[src/hdl/fag_regs.svh]
// Purpose: constants for the flash access guard
// Assumes: byte addresses into a 16K flash space, sfr addresses 8 bits
// Notes: definitions only
`ifndef FAG_REGS_SVH
`define FAG_REGS_SVH
`define FAG_SFR_SW_CMD 8'h97
`define FAG_SFR_WR_EN 8'hc9
`define FAG_SFR_BG_TRIM 8'hf5
`define FAG_SFR_CFG_LOW 8'hf6
`define FAG_UNLOCK_KEY 8'h65
`define FAG_WREN_KEY 8'h47
`define FAG_VEC_LAST 14'h007f
`define FAG_APP16_FIRST 14'h3000
`define FAG_APP16_LAST 14'h3fef
`define FAG_APP8_FIRST 14'h1000
`define FAG_APP8_LAST 14'h1fef
`define FAG_ICE_FIRST 14'h2d00
`define FAG_ICE_LAST 14'h2fff
`define FAG_ALL_LAST 14'h3eff
`define FAG_FREE_LAST 14'h3fef
`define FAG_CONFIG_WORD_BLOCK_FIRST 14'h3ff0
`define FAG_OPEN_LAST 14'h3ff7
`define FAG_GUARD_LAST 14'h3ffe
`define FAG_CFG_HIGH_ADDR 14'h3fff
`define FAG_CFG_LOW_ADDR 14'h3ffd
`define FAG_BG_TRIM_ADDR 14'h3ffb
`define FAG_WREN_BIT 7
`define FAG_UNLOCK_BIT 0
`endif

[src/hdl/fag_pkg.sv]
// Purpose: types for the flash access guard
// Assumes: fag_regs.svh holds the numbers
// Notes: no constants here beyond types
package fag_pkg;
  // power-on load sequence states
  typedef enum logic [1:0] {
    LOAD_LOW,
    LOAD_TRIM,
    LOAD_DONE
  } fag_load_type;
  // one data-space access from the core
  typedef struct packed {
    logic req;
    logic wr;
    logic [13:0] addr;
    logic [7:0] wdata;
  } fag_xreq_type;
  // one sfr write from the core
  typedef struct packed {
    logic wr;
    logic [7:0] addr;
    logic [7:0] wdata;
  } fag_sfr_type;
endpackage : fag_pkg

[src/hdl/fag_guard.sv]
// Purpose: region decode and protection for in-application flash access
// Assumes: core sfr and data accesses are synchronous single-cycle strobes
// Notes: flash cell timing lives outside; this block gates and steers only
`include "fag_regs.svh"
`timescale 1ns/10ps
`default_nettype none
module fag_guard #(
  parameter int FLASH_KB = 16 // 16 or 8
) (
  input wire logic i_ref_clk, // cpu clock
  input wire logic i_arst_n, // power-on reset, async, active low
  input wire fag_pkg::fag_sfr_type i_sfr, // sfr write strobe
  input wire logic [7:0] i_sfr_raddr, // sfr read address
  output logic [7:0] o_sfr_rdata, // sfr read data
  input wire fag_pkg::fag_xreq_type i_xreq, // data-space flash access
  output logic o_x_allowed, // data access permitted; a write also needs wr_en and no code read
  output logic o_x_blocked, // data access refused
  input wire logic i_code_req, // code read request
  input wire logic [13:0] i_code_addr, // code read address
  output logic o_code_allowed, // code read reaches flash
  output logic o_fetch_start, // high while the config load runs, before reset fetch may start at vector
  output logic [13:0] o_fl_addr, // flash array address
  output logic o_fl_rd, // flash array read strobe
  output logic o_fl_prog, // start one-byte program cycle
  output logic [7:0] o_fl_wdata, // byte to program
  input wire logic [7:0] i_fl_rdata, // flash array read data
  output logic [7:0] o_rd_data, // byte returned to the core
  output logic o_in_app_region, // access address lies in application region
  output logic o_ice_region, // data access address lies in emulation reserve
  output logic [7:0] o_cfg_low, // low config shadow to device control
  output logic [7:0] o_bg_trim, // bandgap trim shadow to device control
  output logic o_cfg_ready // config load finished
);

  // only the two documented array sizes have a region map
  if (FLASH_KB != 16 && FLASH_KB != 8) begin : g_bad_size
    $error("FLASH_KB must be 16 or 8");
  end

  // data-space protection decode, shared by read and write paths
  function automatic logic x_ok(input logic [13:0] a, input logic unl);
    if (a == `FAG_CFG_HIGH_ADDR) x_ok = 1'b0;
    else if (a > `FAG_OPEN_LAST) x_ok = unl;
    else if (a > `FAG_ALL_LAST) x_ok = 1'b1;
    else x_ok = unl;
  endfunction : x_ok

  // application region decode for the chosen size variant
  function automatic logic app_hit(input logic [13:0] a);
    if (FLASH_KB == 16) app_hit = a >= `FAG_APP16_FIRST && a <= `FAG_APP16_LAST;
    else app_hit = a >= `FAG_APP8_FIRST && a <= `FAG_APP8_LAST;
  endfunction : app_hit

  logic unlock; // full_area_unlock flag
  logic next_unlock;
  logic wr_en; // flash_write_enable flag
  logic next_wr_en;
  logic [7:0] cfg_low; // config_low_shadow
  logic [7:0] next_cfg_low;
  logic [7:0] bg_trim; // bandgap_trim_shadow
  logic [7:0] next_bg_trim;
  fag_pkg::fag_load_type load_st; // power-on load step
  fag_pkg::fag_load_type next_load_st;
  logic [7:0] rd_data; // registered return byte
  logic [7:0] next_rd_data;
  logic x_hit_ok; // current data access permitted
  logic x_wr_ok; // current data write permitted
  logic loading; // config load owns the flash port

  // command flags: key compare on every write to their sfr
  always_comb begin
    next_unlock = unlock;
    next_wr_en = wr_en;
    if (i_sfr.wr && i_sfr.addr == `FAG_SFR_SW_CMD) begin
      next_unlock = (i_sfr.wdata == `FAG_UNLOCK_KEY);
    end
    if (i_sfr.wr && i_sfr.addr == `FAG_SFR_WR_EN) begin
      next_wr_en = (i_sfr.wdata == `FAG_WREN_KEY);
    end
  end

  // flags drop on every reset, no software write survives it
  always_ff @(posedge i_ref_clk or negedge i_arst_n) begin
    if (!i_arst_n) begin
      unlock <= 1'b0;
      wr_en <= 1'b0;
    end else begin
      unlock <= next_unlock;
      wr_en <= next_wr_en;
    end
  end

  // power-on load walks two config addresses, then hands to software
  always_comb begin
    next_load_st = load_st;
    next_cfg_low = cfg_low;
    next_bg_trim = bg_trim;
    case (load_st)
      fag_pkg::LOAD_LOW: begin
        next_cfg_low = i_fl_rdata;
        next_load_st = fag_pkg::LOAD_TRIM;
      end
      fag_pkg::LOAD_TRIM: begin
        next_bg_trim = i_fl_rdata;
        next_load_st = fag_pkg::LOAD_DONE;
      end
      fag_pkg::LOAD_DONE: begin
        // software may overwrite both shadows afterwards
        if (i_sfr.wr && i_sfr.addr == `FAG_SFR_CFG_LOW) next_cfg_low = i_sfr.wdata;
        if (i_sfr.wr && i_sfr.addr == `FAG_SFR_BG_TRIM) next_bg_trim = i_sfr.wdata;
      end
      default: next_load_st = fag_pkg::LOAD_DONE;
    endcase
  end

  // shadows start at zero until the array has been read
  always_ff @(posedge i_ref_clk or negedge i_arst_n) begin
    if (!i_arst_n) begin
      load_st <= fag_pkg::LOAD_LOW;
      cfg_low <= 8'h00;
      bg_trim <= 8'h00;
    end else begin
      load_st <= next_load_st;
      cfg_low <= next_cfg_low;
      bg_trim <= next_bg_trim;
    end
  end

  assign loading = (load_st != fag_pkg::LOAD_DONE);
  assign x_hit_ok = i_xreq.req && !loading && x_ok(i_xreq.addr, unlock);
  // protected or disabled writes never reach the array
  assign x_wr_ok = x_hit_ok && i_xreq.wr && wr_en;

  // flash port steering: load first, then code reads, then data access
  always_comb begin
    o_fl_addr = i_xreq.addr;
    o_fl_rd = 1'b0;
    if (load_st == fag_pkg::LOAD_LOW) begin
      o_fl_addr = `FAG_CFG_LOW_ADDR;
      o_fl_rd = 1'b1;
    end else if (load_st == fag_pkg::LOAD_TRIM) begin
      o_fl_addr = `FAG_BG_TRIM_ADDR;
      o_fl_rd = 1'b1;
    end else if (i_code_req) begin
      o_fl_addr = i_code_addr;
      o_fl_rd = 1'b1;
    end else if (x_hit_ok && !i_xreq.wr) begin
      o_fl_rd = 1'b1;
    end
  end

  // once the config load is done a code read wins the port, so a data write is held back then
  assign o_fl_prog = x_wr_ok && !i_code_req;
  assign o_fl_wdata = i_xreq.wdata;
  assign o_code_allowed = i_code_req && !loading;
  assign o_x_allowed = x_hit_ok && !(i_xreq.wr && (!wr_en || i_code_req));
  assign o_x_blocked = i_xreq.req && !o_x_allowed;
  assign o_fetch_start = loading;
  assign o_in_app_region = app_hit(i_xreq.req ? i_xreq.addr : i_code_addr);
  // emulation reserve flagged only; keeping clear of it is up to software
  assign o_ice_region = i_xreq.req && i_xreq.addr >= `FAG_ICE_FIRST &&
                        i_xreq.addr <= `FAG_ICE_LAST;

  // return byte: a code read wins, else blocked data reads give zero
  always_comb begin
    next_rd_data = rd_data;
    if (!loading && i_code_req) next_rd_data = i_fl_rdata;
    else if (x_hit_ok && !i_xreq.wr) next_rd_data = i_fl_rdata;
    else if (i_xreq.req && !i_xreq.wr) next_rd_data = 8'h00;
  end

  always_ff @(posedge i_ref_clk or negedge i_arst_n) begin
    if (!i_arst_n) rd_data <= 8'h00;
    else rd_data <= next_rd_data;
  end

  // sfr read mux; command sfr shows only the unlock flag
  always_comb begin
    case (i_sfr_raddr)
      `FAG_SFR_SW_CMD: o_sfr_rdata = {7'h00, unlock};
      `FAG_SFR_WR_EN: o_sfr_rdata = {wr_en, 7'h00};
      `FAG_SFR_CFG_LOW: o_sfr_rdata = cfg_low;
      `FAG_SFR_BG_TRIM: o_sfr_rdata = bg_trim;
      default: o_sfr_rdata = 8'h00;
    endcase
  end

  assign o_rd_data = rd_data;
  assign o_cfg_low = cfg_low;
  assign o_bg_trim = bg_trim;
  assign o_cfg_ready = !loading;
endmodule : fag_guard
`default_nettype wire

[config.mk]
export PLATFORM = sky130hd
export DESIGN_NAME = fag_guard
export DESIGN_NICKNAME = d
export VERILOG_FILES = /design/src/hdl/fag_pkg.sv /design/src/hdl/fag_guard.sv
export VERILOG_INCLUDE_DIRS = /design/src /design/src/hdl
export SDC_FILE = /design/constraint.sdc
export NUM_CORES = 1
export LEC_CHECK = 0
export ABC_AREA = 1
export BUFFER_PORTS_ARGS = -buffer_cell sky130_fd_sc_hd__buf_2
export CAP_MARGIN = 10
export CORE_UTILIZATION = 45
export CTS_BUF_LIST = sky130_fd_sc_hd__clkbuf_8 sky130_fd_sc_hd__clkbuf_16
export CTS_CLUSTER_DIAMETER = 120
export DETAILED_ROUTE_END_ITERATION = 12
export PLACE_DENSITY = 0.87
export SLEW_MARGIN = 15
export SYNTH_ARGS = -nofsm -noshare
export SYNTH_HDL_FRONTEND = slang
export SYNTH_SLANG_ARGS = --single-unit
[constraint.sdc]
create_clock -name i_ref_clk -period 4.3 [get_ports i_ref_clk]
set_input_delay 0.215 -clock i_ref_clk [delete_from_list [all_inputs] [get_ports i_ref_clk]]
set_output_delay 0.215 -clock i_ref_clk [all_outputs]
set_load 0.01 [all_outputs]
### After elaboration in Yosys (flattened, before gate mapping)

Index checks and enable logic that the tools add are counted.
Widths: inputs -> output; s select.

* magnitude comparators: 6
* equality and inequality tests: 16
* multiplexer cells: 20
* reduce and logical (&&, ||, !) cells: 31

Operators with widths (count)
* $eq 8x8->1 const B: 8
* $mux 14: 4
* $mux 8: 5
* $pmux 8 s2: 2
* $pmux 8 s4: 1
* $ge 14x14->1 const B: 2
* $gt 14x14->1 const B: 2
* $le 14x14->1 const B: 2
* $logic_and 1x1->1: 18
* $eq 8x7->1 const B: 2
* $eq 14x14->1 const B: 1
* $mux 1: 7
* $logic_not 1->1: 6
* $ne 2x2->1 const B: 3
* $pmux 2 s2: 1
* $reduce_and 2->1: 2
* $reduce_bool 2->1: 2
* $reduce_bool 3->1: 1
* $eq 2x1->1 const B: 1
* $eq 2x2->1 const B: 1
* $logic_not 2->1: 1
* $logic_or 1x1->1: 1

* flip-flop bits (word level): 28

### Logic depth before layout (Yosys ltp)

* depth after elaboration: 10
* mapped depth: 10
* depth with buffers taken out: 10

### Worst setup path after synthesis

No wires, ideal clock.

* path type: register -> register
* from: register load_st[1]
* to: register cfg_low[1] (netlist: o_cfg_low[1])
* library setup time: 0.117 ns
* arrival: 1.276 ns
* data required time: 4.183 ns
* slack: 2.907 ns
* cell stages (with the launch flop): 8
* path buffers: 1
* cells stage by stage: dfrtp_1 inv_2 nor2_8 inv_4 clkbuf_1 o21ai_0 nand2_2 o21ai_2

* cells in the longest elaborated chain, start to end: 3
* elaborated cells on any way between the ends: 6
* classes of those cells: eq/ne: 2; mux: 1; reduce/logical: 3

Ends and longest elaborated chain
* start, declared: line fag_guard.sv:62 `fag_pkg::fag_load_type load_st;`
* start signal, assigned: line fag_guard.sv:119 `load_st <= fag_pkg::LOAD_LOW;`
* start signal, assigned: line fag_guard.sv:123 `load_st <= next_load_st;`
* $eq 2x2->1 or $logic_not 2->1 (tied branches): line fag_guard.sv:98 `case (load_st)`
* $ne 2x2->1 (no source line) or $reduce_bool 2->1 (tied branches)
* $reduce_and 2->1 (no source line)
* end signal, assigned: line fag_guard.sv:124 `cfg_low <= next_cfg_low;`
* end, declared: line fag_guard.sv:58 `logic [7:0] cfg_low;`

Parallel ways exist; a longest one is shown, timed or not.
A chain may end at the register's enable or synchronous reset.

### Worst setup path after layout

* from: register load_st[1]
* to: output o_x_blocked

* cells in the longest elaborated chain, start to end: 7

Ends and longest elaborated chain
* $ne 2x2->1: line fag_guard.sv:129 `assign loading = (load_st != fag_pkg::LOAD_DONE);`
* $logic_not 1->1: line fag_guard.sv:130 `assign x_hit_ok = i_xreq.req && !loading && x_ok(i_xreq.addr, unlock);`
* $logic_and 1x1->1 (2 in series): line fag_guard.sv:130
* $logic_and 1x1->1: line fag_guard.sv:156 `assign o_x_allowed = x_hit_ok && !(i_xreq.wr && (!wr_en || i_code_req));`
* $logic_not 1->1: line fag_guard.sv:157 `assign o_x_blocked = i_xreq.req && !o_x_allowed;`
* $logic_and 1x1->1: line fag_guard.sv:157
* end, declared: line fag_guard.sv:17 `output logic o_x_blocked,`

No other way between the ends.

==> impl_metrics.py <==
metrics = {
    "timing": {
        "fin_crit_ns": 2.088,
        "tns_ns": 0,
        "slew_headroom": 0.4966,
        "period_share": 0.4856,
        "fmaxAchievable_ghz": 0.4789,
        "tightest_slew_ns": 0.7551,
        "rsz0062_at_grt": "false",
        "setup_viol": 0,
        "skew_ns": 0.001538,
        "drv_slew": 0,
        "finalHoldViolCount": 0,
    },
    "status": {
        "status": "finished clean",
    },
    "clock_tree": {
        "cts_tree": "yes",
        "htree_levels": 1,
        "clk_path_buf_depth": 2,
        "cts_num_sinks": 28,
        "cts.reportedPaths.clkPinSlew_ns": 0.09,
        "cts-root-buf": "clkbuf_8",
        "clock_latency_ns": 0.27,
        "cts_buffers": 3,
        "ctsResizeCount": 0,
    },
    "setup_path": {
        "critPathCaptureType": "output port",
        "critical_path.most_common_cell": "nand2_1",
        "ff2ff_setup_slack_ns": 2.40,
        "crit_family": "flip-flops",
        "cp_slowest_stage_delay_ns": 0.65,
        "r2r_cells": 8,
        "cp_slowest_cell": "dfrtp_1",
        "path_cells": "inv_2 -> nor2_8 -> nand2_1 -> nor2_1 -> nand2_1 -> o21ai_0 -> inv_1 -> buf_2",
        "crit_fanout": 15,
        "worstPathArrival_ns": 1.87,
        "startpoint_type": "flip-flop",
        "path_class": "reg2out",
        "required_ns": 4.09,
        "critPathBufInv": 3,
        "crit_cells": 8,
    },
    "placed_design": {
        "routabilityCongestion": 0.9689,
        "placedInstanceArea_um2": 2534,
        "portBuffers": 120,
        "place_hpwl_mm": 4.630,
    },
    "die": {
        "core_um2": 4086,
        "start_util": 0.4798,
        "die_area_um2": 4625,
        "die_h_um": 68.01,
        "die_w_um": 68.01,
        "rows": 23,
        "io-pin-count": 137,
    },
    "route": {
        "drc": 0,
        "antenna_left": 0,
        "wl_mm": 5.652,
        "drt-initial-drc-count": 166,
        "wl_per_cell_um": 12.31,
        "vias": 2336,
        "viasPerCell": 5.089,
        "drt_first_pass_iters": 4,
    },
    "global_routing": {
        "antenna_found_initial": 0,
        "grt_pass1_vias": 1970,
        "grt_pass1_wl_mm": 8.535,
        "grt_usage": 0.2447,
        "grt_max_degree": 29,
        "grt_overflow_total": 0,
    },
    "yosys": {
        "async_reset_ff_frac": 1.000,
        "synth_edf_count": 0,
        "syn_nets": 372,
        "synth-compound-area-share": 0.1059,
        "synth_fa_ha_area_frac": 0,
        "synth.most_common_cell": "nand2_1",
        "ys_warn_count": 0,
        "synth_cells": 298,
        "synth_mux_area_frac": 0.005105,
        "syn_area_um2": 1961,
        "synth_top_area_frac": 0.3574,
        "synth_cell_types": 29,
        "synth_xor_area_frac": 0,
        "synth_commonest_cells": "nand2_1 (104), inv_1 (33), nand3_1 (31), dfrtp_1 (28), o21ai_0 (26)",
        "synth_top_family_by_area": "simple AND/OR/NAND/NOR gates",
        "yosysTopAreaCell": "dfrtp_1",
        "yosys-top-cells-area": "dfrtp_1 (36%), nand2_1 (20%), nand3_1 (7.9%), o21ai_0 (6.6%), inv_1 (6.3%)",
        "syn_avg_cell_area_um2": 6.579,
        "yosys_most_used_dff": "dfrtp_1",
        "synth-simple-area-share": 0.4154,
        "synth-seq-cells": 28,
        "ys_seq_area_frac": 0.3574,
    },
    "power": {
        "power_density_nw_per_um2": 259.3,
        "finalPower_uw": 678.1,
        "static-leakage-power_nw": 1.496,
        "peakVddDrop_v": 0.0001683,
    },
    "final_layout": {
        "fill_cells": 378,
        "area_delta_synth_final_pct": 33.38,
        "antenna_cells": 0,
        "drive_gt1_frac": 0.3325,
        "final_cell_area_um2": 2615,
        "finalNetCount": 484,
    },
    "min_path": {
        "hold_path_class": "in2reg",
        "holdPathStages": 3,
    },
    "job": {
        "drv_cap": 0,
    },
}
## worst paths after layout
kind / endpoint / from
worst min-delay path: o_rd_data[5]$_DFFE_PN0P_ / i_fl_rdata[5]
min in group asynchronous: o_bg_trim[1]$_DFFE_PN0P_ / i_arst_n
worst max-delay path: o_x_blocked / load_st[1]$_DFFE_PN0N_
max in group asynchronous: load_st[0]$_DFFE_PN0N_ / i_arst_n
worst min register to register: o_rd_data[4]$_DFFE_PN0P_ / o_rd_data[4]$_DFFE_PN0P_
worst max register to register: o_bg_trim[4]$_DFFE_PN0P_ / load_st[1]$_DFFE_PN0N_
## cell families (layout without fill, tap and decap cells)
| group | Yosys count | in the layout |
|---|---|---|
| simple gates | 182 | 182 |
| buf+inv | 50 | 161 |
| flops | 28 | 28 |
| compound gates | 37 | 37 |
| mux | 1 | 1 |
## power breakdown
part	leakage [nW]	internal (mW)	switching, mW
sequential	0.331	0.287	0.0152
combinational	1.13	0.0718	0.101
clock	0.0357	0.125	0.0790
total	1.50	0.483	0.195
## cell usage in the layout (no fill, tap or decap)
cell type	instances
dlygate4sd3_1	1
nand4_4	1
nor3_4	1
a22oi_1	1
nand2_1	104
o31ai_1	1
nor2_8	1
o32ai_1	1
o21ai_0	26
bufinv_16	1
buf_2	120
clkinv_1	1
inv_4	1
o211ai_1	1
nor3_1	5
nor2_1	25
nor3b_1	1
clkbuf_8	3
nand4_1	6
inv_1	33
nand3_2	1
nand3_1	31
a21oi_1	4
nand2_2	4
inv_2	1
dfrtp_1	28
nor4_1	2
mux2i_1	1
o21ai_2	2
o221ai_1	1
## worst min-delay path: cells and delay by family
| family | cells | cell delay (ns) |
|---|---|---|
| AND/OR/NAND/NOR | 2 | 0.09 |
| buffers and inverters | 1 | 0.09 |
## area by class of cell
| type | instances | area, um^2 | share of cell area |
|---|---|---|---|
| multi-input combinational | 220 | 1032 | 0.3947 |
| inverter | 36 | 137.6 | 0.05263 |
| clock buffer | 3 | 41.29 | 0.01579 |
| clock inverter | 1 | 30.03 | 0.01148 |
| sequential | 28 | 700.7 | 0.2679 |
| tap | 50 | 62.56 | 0.02392 |
| timing repair buffer | 121 | 610.6 | 0.2335 |
## stage by stage
step	hold slack, ns	setup slack [ns]	std cells	util
finish	0.1542	2.212	459	0.6399
global route	0.1518	2.019	459	0.6399
CTS	0.1461	2.203	459	0.6399
detailed placement	0.2593	2.450	454	0.6200
global placement	0.2507	2.558	454	0.6200
floorplan	-0.08059	2.907	298	-
## per-layer routing
layer  share of wire  vias to the layer above  GRT usage
met5               0                        -          0
met4           0.017                        0    0.07292
met3           0.062                       10    0.04500
met2            0.48                       97     0.4179
met1            0.44                     1050     0.3115
li1                -                     1179          -
## sequential cells by signal (all words and copies together), names as in the netlist
| signal | cells |
|---|---|
| wr_en | 1 |
| load_st | 2 |
| o_cfg_low | 8 |
| o_bg_trim | 8 |
| o_rd_data | 8 |
| unlock | 1 |
## repair_timing
item | CTS | global route
endpoints found under the hold margin | 28 | 0
endpoints found under the setup margin | 0 | 0
setup buffers | 0 | 0
hold buffers | 1 | 0
(Power assumes the default switching activity.)
